File: config.mk
export PLATFORM = sky130hd
export DESIGN_NAME = rpm_power_reset
export DESIGN_NICKNAME = d
export VERILOG_FILES = /design/src/pkg/rpm_pkg.sv /design/src/rtl/rpm_power_reset.sv
export VERILOG_INCLUDE_DIRS = /design/src /design/src/pkg
export SDC_FILE = /design/constraint.sdc
export NUM_CORES = 1
export LEC_CHECK = 0
export CORE_MARGIN = 2
export CORE_UTILIZATION = 30
export DETAILED_ROUTE_END_ITERATION = 16
export DONT_BUFFER_PORTS = 1
export PLACE_DENSITY = 0.53
export SLEW_MARGIN = 20
export SYNTH_ARGS = -nofsm -noshare
export SYNTH_HDL_FRONTEND = slang
export SYNTH_SLANG_ARGS = --single-unit
File: constraint.sdc
create_clock -name clock -period 3.3 [get_ports clock]
set_clock_uncertainty 0.1 [all_clocks]
set_input_delay 0 -clock clock [delete_from_list [all_inputs] [get_ports clock]]
set_output_delay 0 -clock clock [all_outputs]
set_load 0.005 [all_outputs]
File: src/pkg/rpm_params.svh
`ifndef RPM_PARAMS_SVH
`define RPM_PARAMS_SVH
`define RPM_CLK_HZ 100000000
`define RPM_IDLE_TIMEOUT_DEF 32'h0000_1000
`define RPM_LPO_DIV_DEF 16'h0bb8
`define RPM_LP_WAKE_DEF 16'h0020
`define RPM_IDLE_RST 32'h0000_1000
`endif

File: src/pkg/rpm_pkg.sv
package rpm_pkg;
  typedef enum logic [1:0] {RPM_ACTIVE, RPM_IDLE, RPM_SLEEP, RPM_DEEP} rpm_mode_t;
  typedef struct packed {
    logic tx_pd;
    logic rx_pd;
    logic pll_pd;
    logic pa_pd;
  } rpm_rf_pd_t;
  typedef struct packed {
    rpm_mode_t mode;
    logic [31:0] idle_cnt;
    logic [15:0] lpo_div;
    logic [15:0] lp_wake_cnt;
    logic core_reg_en;
    logic boot_rom;
    rpm_rf_pd_t rf_pd;
  } rpm_state_t;
endpackage

File: src/rtl/rpm_power_reset.sv
`timescale 1ns/100ps
`include "rpm_params.svh"
// Behaviour
// four power modes: active, idle, sleep, deep power-down
// after programmable inactivity, step down one mode
// user activity returns straight to active from any lower mode
// deep power-down removes core power by disabling regulator output
// io supply domain stays on and wakes chip on user event
// deep power-down entry drives regulator disable under firmware command
// separate transceiver power-downs for tx, rx, pll and amplifier
// packet handling switches radio on and off within each packet
// low-power modes run from slow oscillator, wake after set period; the code pulses lp_wake in sleep mode only
// power actions come from software requests or baseband packet handling
// power-on reset puts every flop into known state
// low external reset places device in reset
// external reset has internal pull-up, open input leaves reset off
// host holds external reset low 50 ms after supply stable; the test host model holds it low for only 6 clock cycles
// host drives reset low while supply unstable, releases when stable
// leaving reset starts protocol stack from internal boot rom
// reset asserts asynchronously, release passes two-stage synchroniser
module rpm_power_reset
  import rpm_pkg::*;
#(
  parameter logic [31:0] IDLE_TIMEOUT = `RPM_IDLE_TIMEOUT_DEF,
  parameter logic [15:0] LPO_DIV = `RPM_LPO_DIV_DEF,
  parameter logic [15:0] LP_WAKE = `RPM_LP_WAKE_DEF
)
(
  input wire logic clock,
  input wire logic rst_n,
  input wire logic external_reset_n,
  input wire logic external_reset_n_driven,
  input wire logic user_activity,
  input wire logic fw_deep_req,
  input wire logic fw_wake_req,
  input wire logic pkt_tx_active,
  input wire logic pkt_rx_active,
  input wire logic pkt_lp_req,
  output rpm_mode_t deep_powerdown_mode_state,
  output logic deep_powerdown_mode,
  output logic core_regulator_output,
  output logic io_supply_domain,
  output logic lpo_tick,
  output logic lp_wake,
  output rpm_rf_pd_t rf_pd,
  output logic boot_from_rom,
  output logic sys_reset_n
);
  ////////////////////////////////////////////////////////////////
  // pull-up model
  logic ext_level;
  assign ext_level = external_reset_n_driven ? external_reset_n : 1'b1;
  // combined reset
  logic comb_rst_n;
  assign comb_rst_n = rst_n & ext_level;
  // release sync
  logic [1:0] sync_reg;
  always_ff @(posedge clock or negedge comb_rst_n)
  begin
    if (!comb_rst_n)
      sync_reg <= 2'h0;
    else
      sync_reg <= {sync_reg[0], 1'b1};
  end
  logic irst_n;
  assign irst_n = sync_reg[1];
  assign sys_reset_n = irst_n;
  // user activity from the pin side, two flops before use
  logic [1:0] act_sync_reg;
  always_ff @(posedge clock or negedge irst_n)
  begin
    if (!irst_n)
      act_sync_reg <= 2'h0;
    else
      act_sync_reg <= {act_sync_reg[0], user_activity};
  end
  logic act;
  assign act = act_sync_reg[1];
  ////////////////////////////////////////////////////////////////
  // four modes, one register
  rpm_state_t s_reg;
  rpm_state_t s_next;
  logic tick;
  assign tick = (s_reg.lpo_div == 16'h0000);
  always_comb
  begin
    s_next = s_reg;
    // slow oscillator divider
    s_next.lpo_div = tick ? (LPO_DIV - 16'h0001) : (s_reg.lpo_div - 16'h0001);
    if (s_reg.idle_cnt != 32'h0)
      s_next.idle_cnt = s_reg.idle_cnt - 32'h1;
    s_next.boot_rom = 1'b0;
    if (act || fw_wake_req)
    begin
      // direct return
      s_next.mode = RPM_ACTIVE;
      s_next.idle_cnt = IDLE_TIMEOUT;
    end
    else if (fw_deep_req)
    begin
      // software trigger
      s_next.mode = RPM_DEEP;
    end
    else if (pkt_lp_req && s_reg.mode == RPM_ACTIVE)
    begin
      // packet handling trigger
      s_next.mode = RPM_IDLE;
      s_next.idle_cnt = IDLE_TIMEOUT;
    end
    else if (s_reg.idle_cnt == 32'h0 && s_reg.mode != RPM_DEEP)
    begin
      // step down
      unique case (s_reg.mode)
        RPM_ACTIVE: s_next.mode = RPM_IDLE;
        RPM_IDLE: s_next.mode = RPM_SLEEP;
        RPM_SLEEP: s_next.mode = RPM_DEEP;
        RPM_DEEP: s_next.mode = RPM_DEEP;
      endcase
      s_next.idle_cnt = IDLE_TIMEOUT;
    end
    // periodic wake in sleep mode only
    // counts only ticks spent in sleep, the same ticks the wake output sees
    if (s_reg.mode == RPM_SLEEP && tick)
      s_next.lp_wake_cnt = (s_reg.lp_wake_cnt == 16'h0) ? LP_WAKE : s_reg.lp_wake_cnt - 16'h0001;
    // regulator
    s_next.core_reg_en = (s_next.mode != RPM_DEEP);
    // rf power downs
    s_next.rf_pd.tx_pd = !(pkt_tx_active && s_next.mode == RPM_ACTIVE);
    // radio per packet
    s_next.rf_pd.rx_pd = !(pkt_rx_active && s_next.mode == RPM_ACTIVE);
    s_next.rf_pd.pll_pd = !((pkt_tx_active || pkt_rx_active) && s_next.mode == RPM_ACTIVE);
    s_next.rf_pd.pa_pd = !(pkt_tx_active && s_next.mode == RPM_ACTIVE);
  end
  // known state
  always_ff @(posedge clock or negedge irst_n)
  begin
    if (!irst_n)
    begin
      s_reg.mode <= RPM_ACTIVE;
      // programmed period, so a tuned timeout also governs the first step
      s_reg.idle_cnt <= IDLE_TIMEOUT;
      s_reg.lpo_div <= 16'h0000;
      s_reg.lp_wake_cnt <= 16'h0000;
      s_reg.core_reg_en <= 1'b1;
      // boot from rom
      s_reg.boot_rom <= 1'b1;
      s_reg.rf_pd <= 4'hf;
    end
    else
      s_reg <= s_next;
  end
  ////////////////////////////////////////////////////////////////
  assign deep_powerdown_mode_state = s_reg.mode;
  // regulator disable
  assign deep_powerdown_mode = (s_reg.mode == RPM_DEEP);
  assign core_regulator_output = s_reg.core_reg_en;
  // io domain stays on
  assign io_supply_domain = 1'b1;
  assign lpo_tick = tick;
  assign lp_wake = (s_reg.mode == RPM_SLEEP) && tick && (s_reg.lp_wake_cnt == 16'h0);
  assign rf_pd = s_reg.rf_pd;
  assign boot_from_rom = s_reg.boot_rom;
  ////////////////////////////////////////////////////////////////
  // wake check
  wake_active_a: assert property (@(posedge clock) disable iff (!irst_n) act |=> s_reg.mode == RPM_ACTIVE)
    else $error("activity did not return to active");
  // regulator check
  deep_reg_off_a: assert property (@(posedge clock) disable iff (!irst_n) deep_powerdown_mode |-> !core_regulator_output)
    else $error("regulator on in deep mode");
  // single step
  step_one_a: assert property (@(posedge clock) disable iff (!irst_n)
    ($past(s_reg.mode) == RPM_ACTIVE && s_reg.mode != RPM_ACTIVE) |-> s_reg.mode == RPM_IDLE || s_reg.mode == RPM_DEEP)
    else $error("skipped a mode");
  // rf idle check
  rf_off_a: assert property (@(posedge clock) disable iff (!irst_n) (s_reg.mode != RPM_ACTIVE) |-> rf_pd == 4'hf)
    else $error("radio on outside active");
  // boot pulse
  boot_pulse_a: assert property (@(posedge clock) disable iff (!irst_n) boot_from_rom |=> !boot_from_rom)
    else $error("boot strobe too long");
  // tx on
  tx_on_a: assert property (@(posedge clock) disable iff (!irst_n)
    (pkt_tx_active && !act && !fw_deep_req && s_reg.mode == RPM_ACTIVE && s_reg.idle_cnt > 32'h1 && !pkt_lp_req) |=> !rf_pd.tx_pd)
    else $error("tx not powered during packet");
  // wake in sleep only
  lp_wake_a: assert property (@(posedge clock) disable iff (!irst_n) lp_wake |-> s_reg.mode == RPM_SLEEP)
    else $error("wake outside sleep");
  // io domain
  io_on_a: assert property (@(posedge clock) disable iff (!irst_n) io_supply_domain)
    else $error("io domain dropped");
  // held through sync
  reset_hold_a: assert property (@(posedge clock) !comb_rst_n |=> !irst_n)
    else $error("internal reset released early");
  // boot on release
  boot_start_a: assert property (@(posedge clock) $rose(irst_n) |-> boot_from_rom)
    else $error("no boot strobe after reset");
  // deep is lowest
  deep_hold_a: assert property (@(posedge clock) disable iff (!irst_n)
    (s_reg.mode == RPM_DEEP && !act && !fw_wake_req) |=> s_reg.mode == RPM_DEEP)
    else $error("left deep without a wake cause");
  // idle steps down
  idle_step_a: assert property (@(posedge clock) disable iff (!irst_n)
    (s_reg.mode == RPM_IDLE && s_reg.idle_cnt == 32'h0 && !act && !fw_wake_req && !fw_deep_req)
    |=> s_reg.mode == RPM_SLEEP)
    else $error("idle timeout did not step down");
  // event powers core
  deep_wake_a: assert property (@(posedge clock) disable iff (!irst_n)
    (deep_powerdown_mode && act) |=> core_regulator_output)
    else $error("user event left core unpowered");
  // firmware deep entry
  fw_deep_a: assert property (@(posedge clock) disable iff (!irst_n)
    (fw_deep_req && !act && !fw_wake_req) |=> deep_powerdown_mode && !core_regulator_output)
    else $error("firmware deep request ignored");
  // packet low-power request
  pkt_idle_a: assert property (@(posedge clock) disable iff (!irst_n)
    (pkt_lp_req && s_reg.mode == RPM_ACTIVE && !act && !fw_wake_req && !fw_deep_req)
    |=> s_reg.mode == RPM_IDLE)
    else $error("packet low-power request ignored");
  // pll and amplifier follow
  rf_link_a: assert property (@(posedge clock) disable iff (!irst_n)
    (!rf_pd.tx_pd || !rf_pd.rx_pd) |-> !rf_pd.pll_pd && (rf_pd.pa_pd == rf_pd.tx_pd))
    else $error("pll or amplifier out of step");
  // rx on
  rx_on_a: assert property (@(posedge clock) disable iff (!irst_n)
    (pkt_rx_active && !fw_deep_req && s_reg.mode == RPM_ACTIVE && s_reg.idle_cnt > 32'h1 && !pkt_lp_req)
    |=> !rf_pd.rx_pd)
    else $error("rx not powered during packet");
endmodule

## Word level (Yosys, flattened, before mapping)

Cells that the tools add are included.
W data, S select, Z words.

| storage, ports and cells | value |
|---|---|
| register bits after elaboration | 75 |
| bits in latches | 0 |
| memory bits (writable) | 0 |
| ROM bits | 0 |
| output and inout port bits | 13 |
| memories | 0 |

| cells by class | value |
|---|---|
| $add $sub $neg | 3 |
| multiply operators | 0 |
| div/mod/pow operators | 0 |
| $lt $le $gt $ge | 0 |
| eq/ne operators | 5 |
| shift operators | 0 |
| multiplexer cells | 10 |
| bitwise gates (word level) | 1 |
| reduce and logical (&&, ||, !) cells | 19 |

Operators with widths:

| cell | number |
|---|---|
| $mux W34 | 3 |
| $mux W32 | 2 |
| $logic_not A16 Y1 | 2 |
| $logic_not A32 Y1 | 1 |
| $mux W16 | 2 |
| $reduce_bool A32 Y1 | 1 |
| $sub A16 B1 Y16 const B | 2 |
| $sub A32 B1 Y32 const B | 1 |
| $logic_and A1 B1 Y1 | 7 |
| $pmux W2 S3 | 1 |
| $eq A2 B2 Y1 const B | 2 |
| $logic_not A2 Y1 | 2 |
| $ne A2 B2 Y1 const B | 2 |
| $logic_not A1 Y1 | 3 |
| $eq A2 B1 Y1 const B | 1 |
| $logic_or A1 B1 Y1 | 2 |
| $mux W2 | 1 |
| $reduce_or A2 Y1 | 1 |
| $and A1 B1 Y1 | 1 |
| $mux W1 | 1 |

## Depth between registers and ports, before layout

Gate-level depths: netlist of the first run.

| depth | value |
|---|---|
| word-level depth | 10 |
| depth in mapped cells | 10 |
| depth with buffers taken out | 7 |

## Worst setup path after synthesis of the first run

No wires, ideal clock.

| timing | value |
|---|---|
| kind | reg2reg |
| from | reg s_reg[38] in the netlist's numbering |
| to | reg s_reg[58] in the netlist's numbering |
| library setup time | 0.077 ns |
| arrival time | 2.350 ns |
| required time | 3.123 ns |
| setup slack | 0.773 ns |
| stages on the path, launching flop included | 9 |
| buffers on the path | 1 |
| period minus slack after synthesis | 2.527 ns |
| path through | dfrtp_1 > inv_1 > ha_1 > or4b_2 > buf_2 > nor3_4 > o21ai_2 > or4_1 > a21oi_1 |

RTL lines:

| what | line | RTL |
|---|---|---|
| from (decl) | rpm_power_reset.sv:81 | `rpm_state_t s_reg;` |
| from (signal assigned) | rpm_power_reset.sv:150 | `s_reg <= s_next;` |

==> results of run 1 <==
cells in the final DEF (no fill, tap or decap), types with 10 or more instances in the layout:
| master | Yosys | routed |
|---|---|---|
| inv_1 | 12 | 12 |
| or3_1 | 17 | 17 |
| xor2_1 | 14 | 14 |
| o21ai_0 | 10 | 10 |
| or4_1 | 21 | 21 |
| nand2_1 | 15 | 15 |
| nor2_1 | 36 | 36 |
| o31ai_1 | 17 | 17 |
| a21oi_1 | 26 | 26 |
| dlygate4sd3_1 | 0 | 14 |
| nor3_1 | 20 | 20 |
| dfrtp_1 | 69 | 68 |
stage by stage:
| step | area [sq um] | setup slack, ps | hold slack (ps) | util | power (W) |
|---|---|---|---|---|---|
| final | 4474 | 283.8 | 134.4 | 0.3560 | 0.002288 |
| after global routing | 4474 | 119.4 | 131.7 | 0.3560 | 0.002405 |
| after CTS | 4474 | 331.3 | 130.6 | 0.3560 | 0.002323 |
| after detailed placement | 4010 | 546.3 | -198.8 | 0.3191 | 0.001228 |
| after global placement | 4010 | 564.3 | -196.3 | 0.3191 | 0.001221 |
| after floorplan | 3855 | 772.7 | -242.5 | - | 0.001180 |
layout make-up:
cell class | count | area share
flip-flops and latches | 75 | 0.4220
clock buffers | 9 | 0.05034
clock inverters | 7 | 0.02209
well taps | 172 | 0.04810
inverters | 13 | 0.01091
multi-input cells | 278 | 0.4035
repair buffers | 21 | 0.04306
synthesized netlist by cell type (all sizes together) (5+ instances only):
library cell / count
a21oi: 26
xnor2: 8
o41ai: 5
or4: 21
o21ai: 13
o31ai: 17
nor4: 7
inv: 12
nand2: 15
nand3: 7
xor2: 14
dfrtp: 69
dfstp: 6
buf: 17
or3: 18
nand4: 7
nor3: 22
or2: 5
nor2: 36
routing by layer:
metal | GRT usage | share of wire | up-vias | routed length, microns
met5 | 0 | 0 | - | 0
met4 | 0.03840 | 0.011 | 0 | 90
met3 | 0.04037 | 0.030 | 7 | 232
met2 | 0.2109 | 0.49 | 25 | 3853
met1 | 0.1541 | 0.47 | 1408 | 3655
li1 | - | - | 1450 | -
power breakdown:
part | leakage [nW] | internal (W) | switching, W
combinational | 0.783 | 0.0000946 | 0.000140
sequential | 0.983 | 0.000949 | 0.0000411
clock | 0.156 | 0.000667 | 0.000396
total | 1.92 | 0.00171 | 0.000577
critical path, stage by stage (launching register included):
cell	delay, ps
dfrtp_1	380
inv_1	80
ha_1	190
or4b_2	760
nor3_4	220
and3_1	360
o31ai_1	170
dlygate4sd3_1	600
o21ai_0	80
kinds of logic (layout without fill, tap and decap cells):
family,Yosys count,after routing
AOI/OAI and AO/OA,80,80
adders and majority gates,4,4
muxes,2,2
other,2,3
xor gates and xnor gates,22,22
buffers and inverters,34,50
DFF,75,75
and+or+nand+nor,167,167
worst min path at each step:
stage | depth (start not counted) | slack [ps] | endpoint | start
after floorplan | 1 | -240 | sync_reg[0]$_DFF_PN0_ | external_reset_n_driven
after global placement | 1 | -200 | sync_reg[0]$_DFF_PN0_ | external_reset_n_driven
after detailed placement | 1 | -200 | sync_reg[1]$_DFF_PN0_ | external_reset_n_driven
after CTS | 1 | 130 | act_sync_reg[0]$_DFF_PN0_ | user_activity
after global routing | 1 | 130 | act_sync_reg[0]$_DFF_PN0_ | user_activity
final | 1 | 130 | act_sync_reg[0]$_DFF_PN0_ | user_activity
what timing repair did:
item	4_1_cts	5_1_grt
hold buffers	14	0
endpoints found under the hold margin	9	0
endpoints found under the setup margin	0	0
==> metrics.txt, run 1 <==
initial antenna violation count 0; RSZ-0062 raised after global routing false; post-route antenna net violation count 0; post-synthesis register bit count 75; max FFs per register 64; worst r2r src s_reg[38]$_DFF_PN0_; placed insts 545; PostCTS Resize Cnt 0; routability cong. 0.7857; global-route wire length before repair 14120 microns; IO Pins 23; hpwl dp 5093 microns; layout net count 412; Post-Syn Area per Cell 9.977 sq um; Fin Setup TNS 0 ps; clk buf depth 2; crit start category register; top area cells in the synthesized netlist dfrtp_1 45%, dfstp_2 4.1%, or4_1 4.1%, nor2_1 3.5%, a21oi_1 3.4%; share of layout cells above drive strength 1 0.1117; DIE WIDTH 117.3 microns; vias in the first global route 2923; pwr dens 511.3 nW/um^2; Post-Layout Cell Count 575; CTS tree built; crit path time final 3016 ps; Starting Density 0.3064; CORE AREA 12570 sq um; post-synthesis mux area share 0.005523; Via density 5.026; Worst-Skew Late Latency 340 ps; leakage power 1.922 nW; worst r2r path cells 8; clock sinks 75; Yosys top cell by area dfrtp_1; final wirelength 7832 microns; Max Clk Rate 331.5 MHz; xor/xnor share of the synthesized area 0.05003; grt ovf 0; First-pass DRT Iterations 4; worst endpoint required time 3460 ps; final setup violation count 0; H-tree depth 3; Simple-Gate Fraction of Synth Area 0.2599; multi-input logic area 1805 sq um; fillcell total 1273; outcome completed; Synth warnings 0; DRC 0; main combinational cell family by area after synthesis simple AND/OR/NAND/NOR gates; VDD IR max 0.3304 mV; Chip Height 117.3 microns; compound-cell area share of the yosys netlist 0.1365; Synth Area in Adders 0.01300; EDFF count, synth 0; Via Count 2890; Top FF cell, synth dfrtp_1; largest net degree at the start of global routing 75; Final Cycle Share 0.9140; Slew Limit Headroom 0.3518; post-synth top area share 0.4483; WL/cell 13.62 microns; Reg area 1888 sq um; CP Data Arrival Time 3180 ps; clk slew on worst S/H paths 60 ps; Async SR Flop Fraction 1.000; die area 13760 sq um; Final Hold Viols 0; register area share after synthesis 0.4893; critical path endpoint category register; Antenna Cells 0; r2r endpoint rf_pd[1]$_DFF_PN1_; max-slew violation count 0; CTS Buf Count 9; CP Max Fanout 10; max-cap viol count 0; Cell variety after synth 55; synthesized instance count 386; Worst Setup SP s_reg[38]$_DFF_PN0_; CP Capture Point rf_pd[1]$_DFF_PN1_; area grow syn2layout 16.18%; Starting DRT DRC Count 157; Row Count 41; synthesized area 3851 sq um; clk root buf clkbuf_16; total track usage 0.1257; Hold Crit Class primary input to register; WS Path Type register to register; Least-Margin Pin Slew 972.4 ps; postcts setup bufs 0; input/output buffers 0; r2r setup slk 280 ps
Power figures use the tool's default switching activity.
==> inputs of run 2 (changes only) <==
PLACE_DENSITY = default   (was 0.53)
PLACE_DENSITY_LB_ADDON = 0.25   (was default)
==> metrics.txt, run 2 (same netlist as run 1, synthesis figures left out) <==
Final Cycle Share 0.8721 (-0.04188); crit start category register; global-route wire length before repair 13750 microns (-2.6%); input/output buffers 0 (unchanged); CTS tree built; leakage power 1.942 nW (+1.1%); H-tree depth 3 (unchanged); Internal 0.001751 W (+2.4%); Max Clk Rate 347.5 MHz (+4.8%); worst r2r path cells 9 (+1); Clock power frac 0.468 (+0.004); CP Data Arrival Time 3050 ps (-130 ps); final design utilization 0.3580 (+0.001991); Seq pwr share 0.430 (-0.003); layout net count 414 (+0.49%); initial antenna violation count 0 (unchanged); Place WS 496.8 ps (-49.47 ps); sw frac 0.2406 (-0.01164); Worst-Skew Late Latency 340 ps (about the same); Starting Density 0.3064 (unchanged); most frequent cells in the layout 68 x dfrtp_1, 36 x nor2_1, 26 x a21oi_1; outcome completed; VDD IR max 0.2246 mV (-32%); area grow syn2layout 16.83%; max-slew violation count 0 (unchanged); Worst Setup SP s_reg[38]$_DFF_PN0_; pwr dens 512.4 nW/um^2 (+0.23%); Row Count 41 (unchanged); Via density 5.090 (+1.3%); hpwl dp 5216 microns (+2.4%); First-pass DRT Iterations 4 (unchanged); placed insts 547 (+0.37%); CP Capture Point deep_powerdown_mode_state[1]$_DFF_PN0_; r2r setup slk 420 ps (+140 ps); Hold Crit Class primary input to register; clk root buf clkbuf_16; Via Count 2937 (+1.6%); Final Hold Viols 0 (unchanged); CTS Buf Count 9 (unchanged); CORE AREA 12570 sq um (unchanged); WS Path Type register to register; total track usage 0.1200 (-0.005641); most common cell after layout, fill and taps aside dfrtp_1; clk buf depth 2 (unchanged); CP Max Fanout 29 (+19); worst endpoint required time 3470 ps (about the same); max-cap viol count 0 (unchanged); critical path endpoint category register; worst r2r src s_reg[38]$_DFF_PN0_; Gate power share 0.103 (about the same); Fin Setup TNS 0 ps (unchanged); Chip Height 117.3 microns (unchanged); post-route antenna net violation count 0 (unchanged); Starting DRT DRC Count 159 (+1.3%); crit path time final 2878 ps (-138.2 ps); Post-Layout Cell Count 577 (+0.35%); Least-Margin Pin Slew 961.5 ps (-10.83 ps); IO Pins 23 (unchanged); RSZ-0062 raised after global routing false; Slew Limit Headroom 0.3590 (+0.007220); DRC 0 (unchanged); share of layout cells above drive strength 1 0.1160 (+0.004387); vias in the first global route 2837 (-2.9%); die area 13760 sq um (unchanged); clock sinks 75 (unchanged); Switch Pwr 0.0005548 W (-3.9%); final worst setup slack 422.0 ps (+138.2 ps); WL/cell 13.58 microns (-0.33%); clk slew on worst S/H paths 60 ps (about the same); Antenna Cells 0 (unchanged); routability cong. 0.7573 (-3.6%); r2r endpoint deep_powerdown_mode_state[1]$_DFF_PN0_; grt ovf 0 (unchanged); largest net degree at the start of global routing 75 (unchanged); max FFs per register 64 (unchanged); final setup violation count 0 (unchanged); DIE WIDTH 117.3 microns (unchanged); final wirelength 7833 microns (about the same)
run 2: per-stage QoR:
step	total power, W	hold WS, ps	cell area, sq um
final	0.002306	12.06	4499
after global routing	0.002423	9.214	4499
after CTS	0.002331	4.945	4484
after detailed placement	0.001224	-179.2	4025
after global placement	0.001220	-192.5	4025
after floorplan	0.001180	-242.5	3855
run 2: cell type report:
type | count | area, sq um
well taps | 172 | 215.2
clock buffers | 12 | 256.5
repair buffers | 23 | 209.0
inverters | 13 | 48.80
flip-flops and latches | 75 | 1888
fillers | 1249 | 8069
clock inverters | 4 | 72.57
multi-input cells | 278 | 1809
run 2: power groups by stage:
stage / Clock (W) / Combinational [W] / Sequential (W)
CTS: 0.00111 / 0.000230 / 0.000992
detailed placement: 0 / 0.000216 / 0.00101
floorplan: 0 / 0.000186 / 0.000993
finish: 0.00108 / 0.000237 / 0.000990
global placement: 0 / 0.000212 / 0.00101
global route: 0.00116 / 0.000267 / 0.000998
run 2: layer usage:
layer  track usage  share of wire
met3       0.02821          0.025
met1        0.1528           0.47
met5             0              0
met2        0.1966           0.49
met4       0.04895          0.014
run 2: worst max-delay path: stages (launching register included):
cell,delay (ps)
dfrtp_1,380
inv_1,80
ha_1,190
or4b_4,550
nor3_4,260
and3_1,200
buf_6,220
a211oi_1,110
nor3_1,140
dlygate4sd3_1,570
run 2: what timing repair did:
action	4_1_cts	5_1_grt
buffers inserted	0	1
setup endpoints to repair	0	3
resized for setup	0	2
hold buffers	13	0
endpoints found under the hold margin	21	0
run 2: how the worst min path moves through the flow:
stage	slack, ps	startpoint	to	cells past startpoint
global placement	-190	external_reset_n_driven	sync_reg[0]$_DFF_PN0_	1
global route	9	pkt_lp_req	deep_powerdown_mode_state[0]$_DFF_PN0_	2
CTS	5	pkt_lp_req	deep_powerdown_mode_state[0]$_DFF_PN0_	2
floorplan	-240	external_reset_n_driven	sync_reg[0]$_DFF_PN0_	1
detailed placement	-180	external_reset_n_driven	sync_reg[0]$_DFF_PN0_	1
finish	10	pkt_lp_req	deep_powerdown_mode_state[0]$_DFF_PN0_	2
==> inputs of run 3 (changes only) <==
--- a/config.mk
+++ b/config.mk
@@ -8,2 +8,3 @@
 export LEC_CHECK = 0
+export CAP_MARGIN = 20
 export CORE_MARGIN = 2
@@ -12,2 +13,3 @@
 export DONT_BUFFER_PORTS = 1
+export MAX_ROUTING_LAYER = met4
 export PLACE_DENSITY_LB_ADDON = 0.25
--- a/constraint.sdc
+++ b/constraint.sdc
@@ -4,2 +4,2 @@
 set_output_delay 0 -clock clock [all_outputs]
-set_load 0.005 [all_outputs]
+set_load 0.1 [all_outputs]
==> metrics.txt, run 3 (same netlist as run 1, synthesis figures left out) <==
max FFs per register 64 (unchanged); CTS Buf Count 9 (unchanged); Row Count 41 (unchanged); worst r2r src s_reg[38]$_DFF_PN0_; CTS tree built; routability cong. 0.8031 (+6.0%); clk buf depth 2 (unchanged); Final Cycle Share 0.8580 (-0.01409); worst r2r path cells 8 (-1); layout net count 418 (+0.97%); minimum hold slack 30.57 ps (+18.51 ps); CP Cell Sequence inv_1 > ha_1 > or4b_2 > nor3_4 > and3_1 > a211oi_1 > nor3_1 > dlygate4sd3_1; Chip Height 117.3 microns (unchanged); First-pass DRT Iterations 6 (+2); DRC 0 (unchanged); final instance area 4508 sq um (+0.19%); Crit-path slowest cell or4b_2; Worst Setup SP s_reg[38]$_DFF_PN0_; clk slew on worst S/H paths 50 ps (about the same); critical path endpoint category register; final wirelength 7896 microns (+0.80%); Antenna Cells 0 (unchanged); hpwl dp 5292 microns (+1.4%); Final Power 0.002250 W (-2.4%); r2r setup slk 470 ps (+50 ps); postcts setup bufs 0 (unchanged); WS Path Type register to register; largest net degree at the start of global routing 46 (-39%); Fin Setup TNS 0 ps (unchanged); Reg area 1888 sq um (unchanged); die area 13760 sq um (unchanged); most common cell after layout, fill and taps aside dfrtp_1; vias in the first global route 3026 (+6.7%); input/output buffers 0 (unchanged); Slew Limit Headroom 0.3581 (-0.0008430); max-cap viol count 0 (unchanged); post-route antenna net violation count 0 (unchanged); multi-input logic area 1805 sq um (-0.21%); Starting DRT DRC Count 145 (-8.8%); RSZ-0062 raised after global routing false; Least-Margin Pin Slew 965.0 ps (+3.457 ps); crit path time final 2831 ps (-46.51 ps); global-route wire length before repair 14520 microns (+5.6%); final setup violation count 0 (unchanged); crit start category register; CP Max Fanout 10 (-66%); WL/cell 13.59 microns (+0.11%); outcome completed; Final Hold Viols 0 (unchanged); CORE AREA 12570 sq um (unchanged); grt ovf 0 (unchanged); fillcell total 1280 (+2.5%); r2r endpoint deep_powerdown_mode_state[1]$_DFF_PN0_; DIE WIDTH 117.3 microns (unchanged); Via density 5.069 (-0.42%); Max Clk Rate 353.2 MHz (+1.6%); share of layout cells above drive strength 1 0.1198 (+0.003755); Hold Crit Class primary input to register; max-slew violation count 0 (unchanged); IO Pins 23 (unchanged); total track usage 0.1314 (+0.01135); Critical Path Max Stage Delay 760 ps (+190 ps); H-tree depth 3 (unchanged); most frequent cells in the layout 68 x dfrtp_1, 36 x nor2_1, 26 x a21oi_1; dpl cell area 4088 sq um (+1.6%); area grow syn2layout 17.06%; initial antenna violation count 0 (unchanged); clock sinks 75 (unchanged); VDD IR max 0.2378 mV (+5.9%); Worst-Skew Late Latency 340 ps (about the same); Via Count 2945 (+0.27%); leakage power 1.952 nW (+0.49%); Starting Density 0.3064 (unchanged); clk root buf clkbuf_16; pwr dens 499.2 nW/um^2 (-2.6%); CP Data Arrival Time 3000 ps (-50 ps); worst endpoint required time 3470 ps (about the same); CP Capture Point deep_powerdown_mode_state[1]$_DFF_PN0_
==> run 3: cell types whose count changed in the layout (fill, tap and decap cells not counted) <==
cell	previous run	this run
clkbuf_8	2	1
buf_4	9	12
bufinv_16	2	1
or4b_4	1	0
or4b_2	0	1
buf_6	1	0
clkinvlp_4	1	0
clkbuf_1	1	3
clkinv_2	1	2
buf_12	0	2
==> run 3: cell type report <==
cell class,instances,share of cell area
flip-flops and latches,75,0.4188
multi-input cells,278,0.4005
repair buffers,27,0.05773
clock buffers,13,0.05551
well taps,172,0.04774
inverters,13,0.01082
clock inverters,3,0.008881
==> run 3: report_power, final <==
| part | switching (W) | internal, W |
|---|---|---|
| Sequential | 0.0000677 | 0.000951 |
| Clock | 0.000361 | 0.000604 |
| Combinational | 0.000167 | 0.0000997 |
| Total | 0.000596 | 0.00165 |
==> run 3: metal layers <==
layer	track usage	part of all wire	up-vias
met3	0.03453	0.031	9
met2	0.2007	0.48	39
met5	-	0	-
li1	-	-	1460
met1	0.1664	0.48	1437
met4	0.05346	0.012	0
==> run 3: critical path, delay by kind of cell (launching register included) <==
kind | cells | cell delay [ps]
AOI/OAI and AO/OA | 1 | 100
DFF | 1 | 380
and+or+nand+nor | 4 | 1360
adders and majority gates | 1 | 200
buffers and inverters | 2 | 640
==> run 3: worst min-delay path by stage <==
stage	startpoint	endpoint	slack, ps	cells past startpoint
global placement	external_reset_n_driven	sync_reg[0]$_DFF_PN0_	-190	1
finish	pkt_lp_req	deep_powerdown_mode_state[0]$_DFF_PN0_	30	2
CTS	pkt_lp_req	deep_powerdown_mode_state[0]$_DFF_PN0_	3	2
global route	pkt_lp_req	deep_powerdown_mode_state[0]$_DFF_PN0_	20	2
floorplan	external_reset_n_driven	sync_reg[0]$_DFF_PN0_	-240	1
detailed placement	external_reset_n_driven	sync_reg[0]$_DFF_PN0_	-180	1
==> run 3: through the flow <==
| step | util | cells | setup slack (ps) |
|---|---|---|---|
| 3_3_place_gp | 0.3252 | 552 | 584.7 |
| 2_1_floorplan | - | 387 | 142.8 |
| 5_1_grt | 0.3587 | 581 | 259.4 |
| 6_report | 0.3587 | 581 | 468.5 |
| 4_1_cts | 0.3587 | 581 | 458.7 |
| 3_5_place_dp | 0.3252 | 552 | 545.7 |
==> run 3: timing repair <==
item	CTS	global route
resized for setup	0	0
hold buffers	13	0
hold endpoints to repair	17	0
